`src/core/foc_cfg.svh`:
```
`ifndef FOC_CFG_SVH
`define FOC_CFG_SVH

// System clock period.
`define FOC_CLK_NS 40

// Round a time in ns up or down to whole clock cycles, never below one.
`define FOC_CYC_UP(ns) ((((ns) + `FOC_CLK_NS - 1) / `FOC_CLK_NS) < 1 ? 1 : (((ns) + `FOC_CLK_NS - 1) / `FOC_CLK_NS))
`define FOC_CYC_DN(ns) (((ns) / `FOC_CLK_NS) < 1 ? 1 : ((ns) / `FOC_CLK_NS))

// Latency figures in ns and fixed extra system clock periods.
`define FOC_PSUS_TYP_NS 7000
`define FOC_ESUS_TYP_NS 16000
`define FOC_ABORT_TYP_NS 16000
`define FOC_SUS_EXTRA 4
`define FOC_AISTOP_MAX_NS 80
`define FOC_AISTOP_EXTRA 15
`define FOC_MRSTOP_MIN_NS 10360
`define FOC_MRSTOP_EXTRA 4
`define FOC_RCV_MIN_NS 16000
`define FOC_RCV_EXTRA 7
`define FOC_MR16K_MIN_NS 73810
`define FOC_MR32K_MIN_NS 128430
`define FOC_MR64K_MIN_NS 237650
`define FOC_MR256K_MIN_NS 893010
`define FOC_MRFULL_MIN_NS 45210000

// Derived cycle counts.
`define FOC_PSUS_CYC (`FOC_CYC_UP(`FOC_PSUS_TYP_NS) + `FOC_SUS_EXTRA)
`define FOC_ESUS_CYC (`FOC_CYC_UP(`FOC_ESUS_TYP_NS) + `FOC_SUS_EXTRA)
`define FOC_ABORT_CYC (`FOC_CYC_UP(`FOC_ABORT_TYP_NS) + `FOC_SUS_EXTRA)
`define FOC_AISTOP_CYC (`FOC_CYC_DN(`FOC_AISTOP_MAX_NS) + `FOC_AISTOP_EXTRA)
`define FOC_MRSTOP_CYC (`FOC_CYC_UP(`FOC_MRSTOP_MIN_NS) + `FOC_MRSTOP_EXTRA)
`define FOC_RCV_CYC (`FOC_CYC_UP(`FOC_RCV_MIN_NS) + `FOC_RCV_EXTRA)
`define FOC_MR16K_CYC `FOC_CYC_UP(`FOC_MR16K_MIN_NS)
`define FOC_MR32K_CYC `FOC_CYC_UP(`FOC_MR32K_MIN_NS)

// Integrity check read counts per block size.
`define FOC_AI16K_READS 512
`define FOC_AI32K_READS 1024
`define FOC_AI64K_READS 2048
`define FOC_AI256K_READS 8192
`define FOC_AIFULL_READS 377000
`define FOC_AIPROP_READS 9960000

// Register byte offsets.
`define FOC_OFS_FMC 8'h00
`define FOC_OFS_UTC 8'h04
`define FOC_OFS_RCFG 8'h08
`define FOC_OFS_ICCNT 8'h0c

// flash_module_control fields.
`define FOC_FMC_HVE 0
`define FOC_FMC_PGM 1
`define FOC_FMC_ERS 2
`define FOC_FMC_PSUS 3
`define FOC_FMC_ESUS 4
`define FOC_FMC_LPM 5
`define FOC_FMC_DONE 8
`define FOC_FMC_READY 9

// user_test_control fields.
`define FOC_UTC_ICE 0
`define FOC_UTC_ICSUS 1
`define FOC_UTC_BRK 2
`define FOC_UTC_MARGIN 3
`define FOC_UTC_NONSEQ 4
`define FOC_UTC_SIZE_LO 5
`define FOC_UTC_SIZE_HI 7
`define FOC_UTC_ICDONE 8
`define FOC_UTC_ICBUSY 9

// Read configuration fields.
`define FOC_RCFG_RWSC_LO 0
`define FOC_RCFG_RWSC_HI 4
`define FOC_RCFG_APC_LO 8
`define FOC_RCFG_APC_HI 9

`endif

```
`src/core/foc_pkg.sv`:
```
package foc_pkg;
  typedef enum logic [2:0] {PE_IDLE, PE_RUN, PE_SUSP_WAIT, PE_SUSPENDED, PE_ABORT_WAIT} foc_pe_state_t;
  typedef enum logic [2:0] {IC_IDLE, IC_RUN, IC_SUSP_WAIT, IC_SUSPENDED, IC_HALT, IC_ABORT_WAIT} foc_ic_state_t;
  typedef enum logic [2:0] {SZ_16K, SZ_32K, SZ_64K, SZ_256K, SZ_FULL} foc_size_t;
endpackage

```
`src/core/foc_ifs.sv`:
```
`timescale 1ns/100ps
`default_nettype none
interface foc_tmr_if #(parameter int W = 24);
  logic load;
  logic [W-1:0] value;
  logic pause;
  logic busy;
  logic expired;
  modport tmr (input load, value, pause, output busy, expired);
  modport user (output load, value, pause, input busy, expired);
endinterface

interface foc_pace_if #(parameter int W = 24);
  logic start;
  logic run;
  logic [W-1:0] limit;
  logic [5:0] per_read;
  logic finished;
  logic [W-1:0] reads;
  modport pacer (input start, run, limit, per_read, output finished, reads);
  modport user (output start, run, limit, per_read, input finished, reads);
endinterface
`default_nettype wire

```
`src/core/foc_flash_ctl.sv`:
```
// Functional notes
// [RULE_01] A program suspend raises the operation-complete flag within 9.1 us plus four clock periods.
// [RULE_02] An erase suspend raises the operation-complete flag within 20.8 us plus four clock periods.
// [RULE_03] Clearing a suspend bit with high voltage enabled resumes and drops the flag within 100 ns.
// [RULE_04] A rising high-voltage enable starts the operation and clears the flag within 5 ns.
// [RULE_05] A falling high-voltage enable aborts and sets the flag within 20.8 us plus four periods.
// [RULE_06] After low-power exit the flash is ready after 16 to 45 us plus seven clock periods.
// [RULE_07] A rising check enable, or release of a check suspend or breakpoint, clears the check-done flag at once.
// [RULE_08] A falling check enable or a check suspend sets check-done within 80 ns plus fifteen periods.
// [RULE_09] A margin read abort or suspend sets check-done between 10.36 and 20.42 us plus four periods.
// [RULE_10] A sequential check reads 512, 1024, 2048 or 8192 times for a 16, 32, 64 or 256 KB block.
// [RULE_11] A sequential full-array check reads 3.77e5 times, the non-sequential order 9.96e6 times.
// [RULE_12] Each check read lasts the read wait cycles minus the pipeline depth, in clock periods.
// [RULE_13] Margin reads finish within 110.7 us, 1339.5 us and 60.26 ms for 16 KB, 256 KB and full array.
// [RULE_14] Software polls the completion flags before each new request and uses the bounds as timeouts.
`include "foc_cfg.svh"
`timescale 1ns/100ps
`default_nettype none
module foc_flash_ctl import foc_pkg::*; #(
  parameter int CNT_W = 24,
  parameter int PE_CYC = 5000,
  parameter int MR64K_CYC = `FOC_CYC_UP(`FOC_MR64K_MIN_NS),
  parameter int MR256K_CYC = `FOC_CYC_UP(`FOC_MR256K_MIN_NS),
  parameter int MRFULL_CYC = `FOC_CYC_UP(`FOC_MRFULL_MIN_NS),
  parameter int AI256K_READS = `FOC_AI256K_READS,
  parameter int AIFULL_READS = `FOC_AIFULL_READS,
  parameter int AIPROP_READS = `FOC_AIPROP_READS
) (
  // Clock and reset.
  input wire logic ref_clk,
  input wire logic rst_n,
  // Register port.
  input wire logic [7:0] reg_addr,
  input wire logic [31:0] reg_wdata,
  input wire logic reg_wr,
  input wire logic reg_rd,
  output logic [31:0] reg_rdata,
  // Status.
  output logic flash_ready,
  output logic op_done,
  output logic check_done
);
  generate
    if (CNT_W < 24 || CNT_W > 31 || PE_CYC < 1 || MRFULL_CYC >= (1 << CNT_W) ||
        AIPROP_READS >= (1 << CNT_W) || MR64K_CYC < 1 || AI256K_READS < 1) begin : g_bad_param
      $error("foc_flash_ctl: parameter out of range");
    end
  endgenerate

  // Register state.
  logic hve_reg, hve_next;
  logic pgm_reg, pgm_next;
  logic ers_reg, ers_next;
  logic psus_reg, psus_next;
  logic esus_reg, esus_next;
  logic lpm_reg, lpm_next;
  logic ice_reg, ice_next;
  logic icsus_reg, icsus_next;
  logic brk_reg, brk_next;
  logic margin_reg, margin_next;
  logic nonseq_reg, nonseq_next;
  logic [2:0] size_reg, size_next;
  logic [4:0] rwsc_reg, rwsc_next;
  logic [1:0] apc_reg, apc_next;
  logic [31:0] rdata_reg, rdata_next;

  // Controller state.
  foc_pe_state_t pe_state_reg, pe_state_next;
  foc_ic_state_t ic_state_reg, ic_state_next;
  logic done_reg, done_next;
  logic icdone_reg, icdone_next;
  logic ready_reg, ready_next;

  // Write decode and edges of the control bits.
  logic wr_fmc, wr_utc, wr_rcfg;
  logic hve_rise, hve_fall, psus_rise, esus_rise, sus_clear;
  logic ice_rise, ice_fall, icsus_rise, icsus_fall, brk_rise, brk_fall;
  logic lpm_rise, lpm_fall;

  foc_tmr_if #(.W(CNT_W)) op_t();
  foc_tmr_if #(.W(CNT_W)) lat_t();
  foc_tmr_if #(.W(CNT_W)) stop_t();
  foc_tmr_if #(.W(CNT_W)) rcv_t();
  foc_pace_if #(.W(CNT_W)) pace();

  foc_timer #(.W(CNT_W)) u_op_tmr (.ref_clk(ref_clk), .rst_n(rst_n), .t(op_t.tmr));
  foc_timer #(.W(CNT_W)) u_lat_tmr (.ref_clk(ref_clk), .rst_n(rst_n), .t(lat_t.tmr));
  foc_timer #(.W(CNT_W)) u_stop_tmr (.ref_clk(ref_clk), .rst_n(rst_n), .t(stop_t.tmr));
  foc_timer #(.W(CNT_W)) u_rcv_tmr (.ref_clk(ref_clk), .rst_n(rst_n), .t(rcv_t.tmr));
  foc_pacer #(.W(CNT_W)) u_pacer (.ref_clk(ref_clk), .rst_n(rst_n), .p(pace.pacer));

  // Number of reads, or of clocks for a margin read, for the selected check.
  function automatic logic [CNT_W-1:0] check_limit(input logic [2:0] size, input logic margin,
                                                    input logic nonseq);
    logic [CNT_W-1:0] lim;
    lim = CNT_W'(`FOC_AI16K_READS);
    if (margin) begin
      case (size)
        SZ_16K: lim = CNT_W'(`FOC_MR16K_CYC);
        SZ_32K: lim = CNT_W'(`FOC_MR32K_CYC);
        SZ_64K: lim = CNT_W'(MR64K_CYC);
        SZ_256K: lim = CNT_W'(MR256K_CYC);
        default: lim = CNT_W'(MRFULL_CYC);
      endcase
    end else if (nonseq) begin
      lim = CNT_W'(AIPROP_READS);
    end else begin
      case (size)
        SZ_16K: lim = CNT_W'(`FOC_AI16K_READS);
        SZ_32K: lim = CNT_W'(`FOC_AI32K_READS);
        SZ_64K: lim = CNT_W'(`FOC_AI64K_READS);
        SZ_256K: lim = CNT_W'(AI256K_READS);
        default: lim = CNT_W'(AIFULL_READS);
      endcase
    end
    return lim;
  endfunction

  // Register writes and edge detection.
  always_comb begin
    wr_fmc = reg_wr && (reg_addr == `FOC_OFS_FMC);
    wr_utc = reg_wr && (reg_addr == `FOC_OFS_UTC);
    wr_rcfg = reg_wr && (reg_addr == `FOC_OFS_RCFG);
    hve_next = wr_fmc ? reg_wdata[`FOC_FMC_HVE] : hve_reg;
    pgm_next = wr_fmc ? reg_wdata[`FOC_FMC_PGM] : pgm_reg;
    ers_next = wr_fmc ? reg_wdata[`FOC_FMC_ERS] : ers_reg;
    psus_next = wr_fmc ? reg_wdata[`FOC_FMC_PSUS] : psus_reg;
    esus_next = wr_fmc ? reg_wdata[`FOC_FMC_ESUS] : esus_reg;
    lpm_next = wr_fmc ? reg_wdata[`FOC_FMC_LPM] : lpm_reg;
    ice_next = wr_utc ? reg_wdata[`FOC_UTC_ICE] : ice_reg;
    icsus_next = wr_utc ? reg_wdata[`FOC_UTC_ICSUS] : icsus_reg;
    brk_next = wr_utc ? reg_wdata[`FOC_UTC_BRK] : brk_reg;
    margin_next = wr_utc ? reg_wdata[`FOC_UTC_MARGIN] : margin_reg;
    nonseq_next = wr_utc ? reg_wdata[`FOC_UTC_NONSEQ] : nonseq_reg;
    size_next = wr_utc ? reg_wdata[`FOC_UTC_SIZE_HI:`FOC_UTC_SIZE_LO] : size_reg;
    rwsc_next = wr_rcfg ? reg_wdata[`FOC_RCFG_RWSC_HI:`FOC_RCFG_RWSC_LO] : rwsc_reg;
    apc_next = wr_rcfg ? reg_wdata[`FOC_RCFG_APC_HI:`FOC_RCFG_APC_LO] : apc_reg;
    hve_rise = hve_next && !hve_reg;
    hve_fall = !hve_next && hve_reg;
    psus_rise = psus_next && !psus_reg;
    esus_rise = esus_next && !esus_reg;
    sus_clear = (!psus_next && psus_reg) || (!esus_next && esus_reg);
    ice_rise = ice_next && !ice_reg;
    ice_fall = !ice_next && ice_reg;
    icsus_rise = icsus_next && !icsus_reg;
    icsus_fall = !icsus_next && icsus_reg;
    brk_rise = brk_next && !brk_reg;
    brk_fall = !brk_next && brk_reg;
    lpm_rise = lpm_next && !lpm_reg;
    lpm_fall = !lpm_next && lpm_reg;
  end

  // Low-power exit recovery; starts are refused until ready.
  always_comb begin
    ready_next = ready_reg;
    rcv_t.load = lpm_rise || lpm_fall;
    rcv_t.value = lpm_fall ? CNT_W'(`FOC_RCV_CYC) : '0; // RULE_06
    rcv_t.pause = 1'b0;
    if (lpm_rise) begin
      ready_next = 1'b0;
    end else if (rcv_t.expired) begin
      ready_next = 1'b1; // RULE_06
    end
  end

  // Program and erase sequencer.
  always_comb begin
    pe_state_next = pe_state_reg;
    done_next = done_reg;
    op_t.load = 1'b0;
    op_t.value = CNT_W'(PE_CYC);
    lat_t.load = 1'b0;
    lat_t.value = CNT_W'(`FOC_ABORT_CYC);
    case (pe_state_reg)
      PE_IDLE: begin
        if (hve_rise && ready_reg && (pgm_next || ers_next)) begin
          done_next = 1'b0; // RULE_04
          op_t.load = 1'b1;
          pe_state_next = PE_RUN;
        end
      end
      PE_RUN: begin
        if (hve_fall) begin
          lat_t.load = 1'b1; // RULE_05
          pe_state_next = PE_ABORT_WAIT;
        end else if (psus_rise && pgm_reg) begin
          lat_t.load = 1'b1;
          lat_t.value = CNT_W'(`FOC_PSUS_CYC); // RULE_01
          pe_state_next = PE_SUSP_WAIT;
        end else if (esus_rise && !pgm_reg) begin
          lat_t.load = 1'b1;
          lat_t.value = CNT_W'(`FOC_ESUS_CYC); // RULE_02
          pe_state_next = PE_SUSP_WAIT;
        end else if (op_t.expired) begin
          done_next = 1'b1;
          pe_state_next = PE_IDLE;
        end
      end
      PE_SUSP_WAIT: begin
        if (hve_fall) begin
          lat_t.load = 1'b1; // RULE_05
          pe_state_next = PE_ABORT_WAIT;
        end else if (lat_t.expired) begin
          done_next = 1'b1; // RULE_01 RULE_02
          pe_state_next = PE_SUSPENDED;
        end
      end
      PE_SUSPENDED: begin
        if (hve_fall) begin
          lat_t.load = 1'b1;
          pe_state_next = PE_ABORT_WAIT;
        end else if (sus_clear && hve_reg) begin
          done_next = 1'b0; // RULE_03
          pe_state_next = op_t.busy ? PE_RUN : PE_IDLE;
          done_next = !op_t.busy;
        end
      end
      PE_ABORT_WAIT: begin
        if (lat_t.expired) begin
          done_next = 1'b1; // RULE_05
          pe_state_next = PE_IDLE;
        end
      end
      default: begin
        pe_state_next = PE_IDLE;
        done_next = 1'b1;
      end
    endcase
    op_t.pause = !((pe_state_reg == PE_RUN) && !hve_fall && !(psus_rise && pgm_reg) && !(esus_rise && !pgm_reg));
    lat_t.pause = 1'b0;
  end

  // Margin read and array integrity sequencer.
  always_comb begin
    ic_state_next = ic_state_reg;
    icdone_next = icdone_reg;
    pace.start = 1'b0;
    pace.limit = check_limit(size_reg, margin_reg, nonseq_reg); // RULE_10 RULE_11 RULE_13
    pace.per_read = 6'h01;
    if (!margin_reg && ({1'b0, rwsc_reg} > {4'h0, apc_reg})) begin
      pace.per_read = {1'b0, rwsc_reg} - {4'h0, apc_reg}; // RULE_12
    end
    stop_t.load = 1'b0;
    stop_t.value = margin_reg ? CNT_W'(`FOC_MRSTOP_CYC) : CNT_W'(`FOC_AISTOP_CYC); // RULE_08 RULE_09
    case (ic_state_reg)
      IC_IDLE: begin
        if (ice_rise && ready_reg) begin
          icdone_next = 1'b0; // RULE_07
          pace.start = 1'b1;
          ic_state_next = IC_RUN;
        end
      end
      IC_RUN: begin
        if (ice_fall) begin
          stop_t.load = 1'b1; // RULE_08 RULE_09
          ic_state_next = IC_ABORT_WAIT;
        end else if (icsus_rise) begin
          stop_t.load = 1'b1; // RULE_08 RULE_09
          ic_state_next = IC_SUSP_WAIT;
        end else if (brk_rise) begin
          ic_state_next = IC_HALT;
        end else if (pace.finished) begin
          icdone_next = 1'b1;
          ic_state_next = IC_IDLE;
        end
      end
      IC_SUSP_WAIT: begin
        if (ice_fall) begin
          ic_state_next = IC_ABORT_WAIT;
        end else if (stop_t.expired) begin
          icdone_next = 1'b1;
          ic_state_next = IC_SUSPENDED;
        end
        if (ice_fall && stop_t.expired) begin
          icdone_next = 1'b1;
          ic_state_next = IC_IDLE;
        end
      end
      IC_SUSPENDED: begin
        if (ice_fall) begin
          ic_state_next = IC_IDLE;
        end else if (icsus_fall) begin
          icdone_next = 1'b0; // RULE_07
          ic_state_next = IC_RUN;
        end
      end
      IC_HALT: begin
        if (ice_fall) begin
          stop_t.load = 1'b1;
          ic_state_next = IC_ABORT_WAIT;
        end else if (brk_fall) begin
          icdone_next = 1'b0; // RULE_07
          ic_state_next = IC_RUN;
        end
      end
      IC_ABORT_WAIT: begin
        if (stop_t.expired) begin
          icdone_next = 1'b1;
          ic_state_next = IC_IDLE;
        end
      end
      default: begin
        ic_state_next = IC_IDLE;
        icdone_next = 1'b1;
      end
    endcase
    pace.run = (ic_state_reg == IC_RUN) && !ice_fall && !icsus_rise && !brk_rise;
    stop_t.pause = 1'b0;
  end

  // Read data, valid in the cycle after the strobe only.
  always_comb begin
    rdata_next = '0;
    if (reg_rd) begin
      case (reg_addr)
        `FOC_OFS_FMC: begin
          rdata_next[`FOC_FMC_HVE] = hve_reg;
          rdata_next[`FOC_FMC_PGM] = pgm_reg;
          rdata_next[`FOC_FMC_ERS] = ers_reg;
          rdata_next[`FOC_FMC_PSUS] = psus_reg;
          rdata_next[`FOC_FMC_ESUS] = esus_reg;
          rdata_next[`FOC_FMC_LPM] = lpm_reg;
          rdata_next[`FOC_FMC_DONE] = done_reg;
          rdata_next[`FOC_FMC_READY] = ready_reg;
        end
        `FOC_OFS_UTC: begin
          rdata_next[`FOC_UTC_ICE] = ice_reg;
          rdata_next[`FOC_UTC_ICSUS] = icsus_reg;
          rdata_next[`FOC_UTC_BRK] = brk_reg;
          rdata_next[`FOC_UTC_MARGIN] = margin_reg;
          rdata_next[`FOC_UTC_NONSEQ] = nonseq_reg;
          rdata_next[`FOC_UTC_SIZE_HI:`FOC_UTC_SIZE_LO] = size_reg;
          rdata_next[`FOC_UTC_ICDONE] = icdone_reg;
          rdata_next[`FOC_UTC_ICBUSY] = (ic_state_reg != IC_IDLE);
        end
        `FOC_OFS_RCFG: begin
          rdata_next[`FOC_RCFG_RWSC_HI:`FOC_RCFG_RWSC_LO] = rwsc_reg;
          rdata_next[`FOC_RCFG_APC_HI:`FOC_RCFG_APC_LO] = apc_reg;
        end
        `FOC_OFS_ICCNT: begin
          rdata_next[CNT_W-1:0] = pace.reads;
        end
        default: begin
          rdata_next = '0;
        end
      endcase
    end
  end

  always_ff @(posedge ref_clk) begin
    if (!rst_n) begin
      hve_reg <= 1'b0;
      pgm_reg <= 1'b0;
      ers_reg <= 1'b0;
      psus_reg <= 1'b0;
      esus_reg <= 1'b0;
      lpm_reg <= 1'b0;
      ice_reg <= 1'b0;
      icsus_reg <= 1'b0;
      brk_reg <= 1'b0;
      margin_reg <= 1'b0;
      nonseq_reg <= 1'b0;
      size_reg <= '0;
      rwsc_reg <= '0;
      apc_reg <= '0;
      rdata_reg <= '0;
      pe_state_reg <= PE_IDLE;
      ic_state_reg <= IC_IDLE;
      done_reg <= 1'b1;
      icdone_reg <= 1'b1;
      ready_reg <= 1'b1;
    end else begin
      hve_reg <= hve_next;
      pgm_reg <= pgm_next;
      ers_reg <= ers_next;
      psus_reg <= psus_next;
      esus_reg <= esus_next;
      lpm_reg <= lpm_next;
      ice_reg <= ice_next;
      icsus_reg <= icsus_next;
      brk_reg <= brk_next;
      margin_reg <= margin_next;
      nonseq_reg <= nonseq_next;
      size_reg <= size_next;
      rwsc_reg <= rwsc_next;
      apc_reg <= apc_next;
      rdata_reg <= rdata_next;
      pe_state_reg <= pe_state_next;
      ic_state_reg <= ic_state_next;
      done_reg <= done_next;
      icdone_reg <= icdone_next;
      ready_reg <= ready_next;
    end
  end

  assign reg_rdata = rdata_reg;
  assign flash_ready = ready_reg;
  assign op_done = done_reg;
  assign check_done = icdone_reg;
endmodule
`default_nettype wire

```
`src/core/foc_pacer.sv`:
```
`timescale 1ns/100ps
`default_nettype none
module foc_pacer #(parameter int W = 24) (
  // Clock and reset.
  input wire logic ref_clk,
  input wire logic rst_n,
  // Control.
  foc_pace_if.pacer p
);
  logic active_reg, active_next;
  logic [W-1:0] rd_reg, rd_next;
  logic [5:0] cyc_reg, cyc_next;

  // Each read lasts per_read clocks; the run ends after limit reads.
  always_comb begin
    active_next = active_reg;
    rd_next = rd_reg;
    cyc_next = cyc_reg;
    p.finished = 1'b0;
    if (p.start) begin
      active_next = 1'b1;
      rd_next = '0;
      cyc_next = '0;
    end else if (active_reg && p.run) begin
      if (cyc_reg >= p.per_read - 6'h01) begin
        cyc_next = '0;
        rd_next = rd_reg + W'(1);
        if (rd_reg + W'(1) >= p.limit) begin
          active_next = 1'b0;
          p.finished = 1'b1;
        end
      end else begin
        cyc_next = cyc_reg + 6'h01;
      end
    end
    p.reads = rd_reg;
  end

  always_ff @(posedge ref_clk) begin
    if (!rst_n) begin
      active_reg <= 1'b0;
      rd_reg <= '0;
      cyc_reg <= '0;
    end else begin
      active_reg <= active_next;
      rd_reg <= rd_next;
      cyc_reg <= cyc_next;
    end
  end
endmodule
`default_nettype wire

```
`src/core/foc_timer.sv`:
```
`timescale 1ns/100ps
`default_nettype none
module foc_timer #(parameter int W = 24) (
  // Clock and reset.
  input wire logic ref_clk,
  input wire logic rst_n,
  // Control.
  foc_tmr_if.tmr t
);
  logic [W-1:0] cnt_reg, cnt_next;

  // A load restarts the count; a pause holds it; expiry pulses on the last step.
  always_comb begin
    cnt_next = cnt_reg;
    t.expired = 1'b0;
    if (t.load) begin
      cnt_next = t.value;
    end else if (cnt_reg != '0 && !t.pause) begin
      cnt_next = cnt_reg - W'(1);
      t.expired = (cnt_reg == W'(1));
    end
    t.busy = (cnt_reg != '0);
  end

  always_ff @(posedge ref_clk) begin
    if (!rst_n) begin
      cnt_reg <= '0;
    end else begin
      cnt_reg <= cnt_next;
    end
  end
endmodule
`default_nettype wire

```
`config.mk`:
```
export PLATFORM = sky130hd
export DESIGN_NAME = foc_flash_ctl
export DESIGN_NICKNAME = d
export VERILOG_FILES = /design/src/core/foc_pkg.sv /design/src/core/foc_ifs.sv /design/src/core/foc_flash_ctl.sv /design/src/core/foc_pacer.sv /design/src/core/foc_timer.sv
export VERILOG_INCLUDE_DIRS = /design/src /design/src/core
export SDC_FILE = /design/constraint.sdc
export NUM_CORES = 1
export LEC_CHECK = 0
export BUFFER_PORTS_ARGS = -buffer_cell sky130_fd_sc_hd__buf_2
export CAP_MARGIN = 25
export CORE_MARGIN = 2
export CORE_UTILIZATION = 25
export CTS_CLUSTER_DIAMETER = 50
export CTS_CLUSTER_SIZE = 14
export DETAILED_ROUTE_END_ITERATION = 8
export SYNTH_ARGS = -nofsm -noshare
export SYNTH_HDL_FRONTEND = slang
export SYNTH_HIERARCHICAL = 1
export SYNTH_SLANG_ARGS = --single-unit
```
`constraint.sdc`:
```
create_clock -name ref_clk -period 12 [get_ports ref_clk]
set_input_delay 1.8 -clock ref_clk [delete_from_list [all_inputs] [get_ports ref_clk]]
set_output_delay 1.8 -clock ref_clk [all_outputs]
set_load 0.05 [all_outputs]
```
[Word-level counts from Yosys, hierarchy flattened]
Cells that the tools add are included.
Word-level totals
  register bits: 189
  bits of input ports: 44
  output and inout bits: 35
  word-level logic and storage cells: 287
Operators by class
  add/subtract/negate cells: 8
  $lt $le $gt $ge: 3
  equality and inequality tests: 46
  multiplexer cells: 112
  bitwise logic cells: 1
  reduce and logical (&&, ||, !) cells: 87
Operator list (count)
  $mux 24: 8
  $eq 24x1->1 const B: 4
  $reduce_bool 24->1: 4
  $sub 24x1->24 const B: 4
  $pmux 21 s4: 1
  $pmux 19 s4: 1
  $mux 3: 23
  $mux 1: 60
  $mux 9: 5
  $ne 2x2->1 const B: 19
  $logic_and 1x1->1: 33
  $mux 13: 2
  $add 24x1->24 const B: 1
  $ge 24x24->1: 1
  $logic_not 1->1: 23
  $pmux 5 s4: 1
  $eq 3x2->1 const B: 6
  $pmux 3 s6: 1
  $eq 8x4->1 const B: 2
  $reduce_bool 2->1: 8
  $ne 3x3->1 const B: 5
  $pmux 3 s5: 1
  $mux 6: 2
  $reduce_and 10->1: 1
  28 further kinds: 41

[Logic depth before layout (Yosys ltp)]
  word-level depth: 17
  depth in mapped cells: 21
  depth with buffers taken out: 20

[By module]
Netlist, hierarchy kept.
Modules (own cells, without submodules)
  foc_timer (u_lat_tmr ...): instances 3, cells each 173, area an instance 1481.4 sq um
  foc_flash_ctl: instances 1, cells each 350, area an instance 3055.4 sq um
  foc_pacer: instances 1, cells each 312, area an instance 2471.1 sq um
  foc_timer (u_stop_tmr): instances 1, cells each 179, area an instance 1467.7 sq um

[Least setup slack after synthesis]
Ideal clock, no wire load.
  path kind: in2reg
  from: input port reg_addr[5]
  to: register u_rcv_tmr.cnt_reg[3]
  arrival: 4.257 ns
  required time: 11.863 ns
  path slack: 7.606 ns
  stages on the path: 11
  path buffers: 2
  cell sequence: nor4_4 -> nand3_2 -> buf_1 -> mux2i_1 -> inv_1 -> ha_1 -> inv_1 -> clkinv_1 -> clkdlybuf4s50_2 -> o21ai_0 -> a31oi_1
On the way
  longest elaborated chain between the ends: 7
  elaborated cells between the ends (all ways): 9
  classes of those cells: 2 x mux; 7 x reduce/logical
RTL lines
  from (decl): RTL line foc_flash_ctl.sv:33  | input wire logic [7:0] reg_addr,
  $logic_not 8->1 (*)
  $logic_and 1x1->1 (*): RTL line foc_flash_ctl.sv:121  | wr_fmc = reg_wr && (reg_addr == `FOC_OFS_FMC);
  $mux 1 (*): RTL line foc_flash_ctl.sv:129  | lpm_next = wr_fmc ? reg_wdata[`FOC_FMC_LPM] : lpm_reg;
  named net lpm_next: RTL line foc_flash_ctl.sv:56  | logic lpm_reg, lpm_next;
  $logic_not 1->1: RTL line foc_flash_ctl.sv:150  | lpm_fall = !lpm_next && lpm_reg;
  $logic_and 1x1->1: RTL line foc_flash_ctl.sv:150
  $logic_or 1x1->1 (*): RTL line foc_flash_ctl.sv:156  | rcv_t.load = lpm_rise || lpm_fall;
  named net rcv_t.load: RTL line foc_ifs.sv:4  | logic load;
  $mux 24 or $reduce_bool 2->1 (tied branches)
  to (signal assigned): RTL line foc_timer.sv:29  | cnt_reg <= cnt_next;
  to (decl): RTL line foc_timer.sv:10  | logic [W-1:0] cnt_reg, cnt_next;
Mark *: on every way through the listed nets, which the timed path passes. The rest lies on a longest branch.
A chain may end at the register's enable or synchronous reset.

[Final worst setup path]
  from: register apc_reg[0]
  to: register ic_state_reg[0]
On the way
  longest elaborated chain between the ends: 10
  elaborated cells between the ends (all ways): 11
  classes of those cells: 2 x add/sub; 2 x order compare; 1 x eq/ne; 4 x mux; 2 x reduce/logical
RTL lines
  from (decl): RTL line foc_flash_ctl.sv:64  | logic [1:0] apc_reg, apc_next;
  from (signal assigned): RTL line foc_flash_ctl.sv:386  | apc_reg <= apc_next;
  $gt 5x2->1: RTL line foc_flash_ctl.sv:240  | if (!margin_reg && ({1'b0, rwsc_reg} > {4'h0, apc_reg})) begin
  $logic_and 1x1->1: RTL line foc_flash_ctl.sv:240
  $mux 6 (*): RTL line foc_flash_ctl.sv:240
  named net pace.per_read[1]: RTL line foc_ifs.sv:17  | logic [5:0] per_read;
  $sub 6x1->6 (*): RTL line foc_pacer.sv:25  | if (cyc_reg >= p.per_read - 6'h01) begin
  $ge 6x6->1 (*): RTL line foc_pacer.sv:25
  $mux 1 (*): RTL line foc_pacer.sv:25
  $mux 1 (*): RTL line foc_pacer.sv:24  | end else if (active_reg && p.run) begin
  $mux 1 (*): RTL line foc_pacer.sv:20  | if (p.start) begin
  named net pace.finished: RTL line foc_ifs.sv:18  | logic finished;
  $ne 5x5->1 (no source line) (*)
  $reduce_and 6->1 (no source line) (*)
  to (signal assigned): RTL line foc_flash_ctl.sv:389  | ic_state_reg <= ic_state_next;
  to (decl): RTL line foc_flash_ctl.sv:69  | foc_ic_state_t ic_state_reg, ic_state_next;
Marks and branches as above.

==> flow_summary.yaml <==
die:
  die_x_um: 218
  start_util_pct: 25.2
  die_y_um: 218
  dieArea_um2: 47400
  io_pins: 79
  coreArea_um2: 45300
  rows: 78
hold_path:
  holdPathStages: 2
  hold_end: "u_rcv_tmr/cnt_reg[15]"
  hp-class: "reg -> reg"
  hp-start: "u_rcv_tmr/cnt_reg[15]"
sta:
  slew_headroom_pct: 34.3
  layout_min_cycle_time_ps: 5440
  finClkSkew_ps: 12.8
  finalHoldViolCount: 0
  fmax_mhz: 184
  tns_ps: 0
  rsz0062_at_grt: "false"
  drv_slew: 0
  finalSetupViolCount: 0
  worst_pin_slew_ps: 985
  finalCritPeriodShare_pct: 45.4
clock_tree:
  post-cts-setup-buffers: 0
  clk_latency_ps: 440
  clk_path_buf_depth: 2
  cts_tree: "done"
  clkSinkCount: 181
  cts-hold-fix-buffers: 0
  root_buffer: "clkbuf_16"
  cts-buffers-inserted: 17
  htreeDepth: 4
  clk_pin_slew_ps: 80
  cts_resized: 0
layout:
  final.fill_count: 4878
  layout_common_cells: "181 x dfxtp_1, 139 x o21ai_0, 106 x conb_1"
  final_cells: 2083
  synthToLayoutAreaGrowth_pct: 15.7
  drive_gt1_share_pct: 11.6
  nets: 1561
  layout_commonest_cell: "dfxtp_1"
critical_path:
  cp_data_required_time_ps: 12390
  r2r_slack_ps: 6560
  worst-setup-path-type: "reg -> reg"
  r2r_cells: 20
  start_kind: "flip-flop"
  r2r_end: "ic_state_reg[0]"
  worstSetupEndpointType: "flip-flop"
  path_max_fanout: 20
  cp.arrival_ps: 5830
  timing.rr.start: "apc_reg[0]"
status:
  status: "finished clean"
routing:
  drt_pass1_iterations: 5
  ant_nets: 0
  drc: 0
  totalWireLength_um: 26700
  post_drt_wl_per_cell_um: 12.8
  via_per_inst: 4.72
  drt-initial-drc-count: 486
  num_vias: 9838
place:
  io_buffers: 48
  place_congestion: 0.813
  place_inst: 2044
  dp_hpwl_um: 19000
pwr:
  p_sw_w: 0.000917
  p_leak_nw: 5.19
  p_clk_share_pct: 25.8
  p_int_w: 0.00143
  ir_drop_mv: 0.104
  seqPwrFrac_pct: 35.0
  power_frac_comb_pct: 39.2
  p_per_area_nw_per_um2: 178
  swShare_pct: 39.0
global_routing:
  busiest_layer: "met2"
  use_met2_pct: 18.8
  track_usage_pct: 11.3
  grt_pass1_wl_um: 44600
  grt_overflow: 0
  grt_max_degree: 61
  first_global_vias: 9195
  global_route.usage.met3_pct: 2.06
  antenna_found_initial: 6
  use_met1_pct: 14.7
yosys:
  yosys_warnings: 6
  synth_cells: 1357
  syn-cell-area_um2: 11400
  syn-mean-instance-area_um2: 8.42
flow_run:
  maxCapViolCount: 0
-- layer usage --
layer,wire [um],part of all wire [%],up-vias
li1,-,-,5085
met1,13000,49,4605
met2,12300,46,114
met3,851,3.2,30
met4,534,2.0,4
met5,22,0.082,-
-- critical path, stage by stage, from the launching register on --
cell and delay (ps):
dfxtp_1 430, ha_1 180, inv_1 60, fa_1 410, a2111oi_0 700, nor2_1 140
and2_1 230, inv_1 60, ha_1 170, nand2_1 70, xor2_1 150, ha_1 300
a21o_1 110, a21oi_1 80, a21oi_1 140, buf_4 280, nand2_1 330, a311oi_1 760
nor3_1 220, a211oi_1 340, o221a_2 230
-- layout make-up --
class                      instances  area [um2]  share of cell area (%)
multi-input combinational       1155        7610                    57.6
sequential                       181        3620                    27.4
tap                              600         751                    5.68
clock buffer                      17         425                    3.22
timing repair buffer              57         383                    2.90
inverter                          55         206                    1.56
clock inverter                    15         204                    1.54
antenna                            3        7.51                  0.0568
-- power by group through the flow --
| stage | Sequential [W] | Clock, W | Combinational (W) |
|---|---|---|---|
| after floorplan | 0.000804 | 0 | 0.000786 |
| after global placement | 0.000830 | 0 | 0.000900 |
| after detailed placement | 0.000835 | 0 | 0.000917 |
| after CTS | 0.000823 | 0.000628 | 0.000926 |
| after global routing | 0.000841 | 0.000649 | 0.00104 |
| final | 0.000822 | 0.000607 | 0.000921 |
-- worst max path at each step --
stage                           end  cells past startpoint   startpoint
3_3_place_gp             check_done                     12  reg_addr[5]
3_5_place_dp             check_done                     12  reg_addr[5]
2_1_floorplan  u_rcv_tmr/cnt_reg[3]                     11  reg_addr[5]
4_1_cts                  check_done                     12  reg_addr[5]
6_report            ic_state_reg[0]                     20   apc_reg[0]
5_1_grt             ic_state_reg[2]                     20   apc_reg[0]
-- stage by stage --
stage                     hold slack [ps]  worst slack [ps]  power [W]  instance area [um2]  utilization [%]
after floorplan                       458              7610    0.00159                11800                -
final                                 493              6560    0.00235                13200             29.2
after global placement                479              6000    0.00173                12500             27.5
after global routing                  531              6190    0.00253                13200             29.2
after detailed placement              477              6010    0.00175                12500             27.5
after CTS                             492              6460    0.00238                13100             28.9
Note: power is estimated with default switching activity, not from simulation.
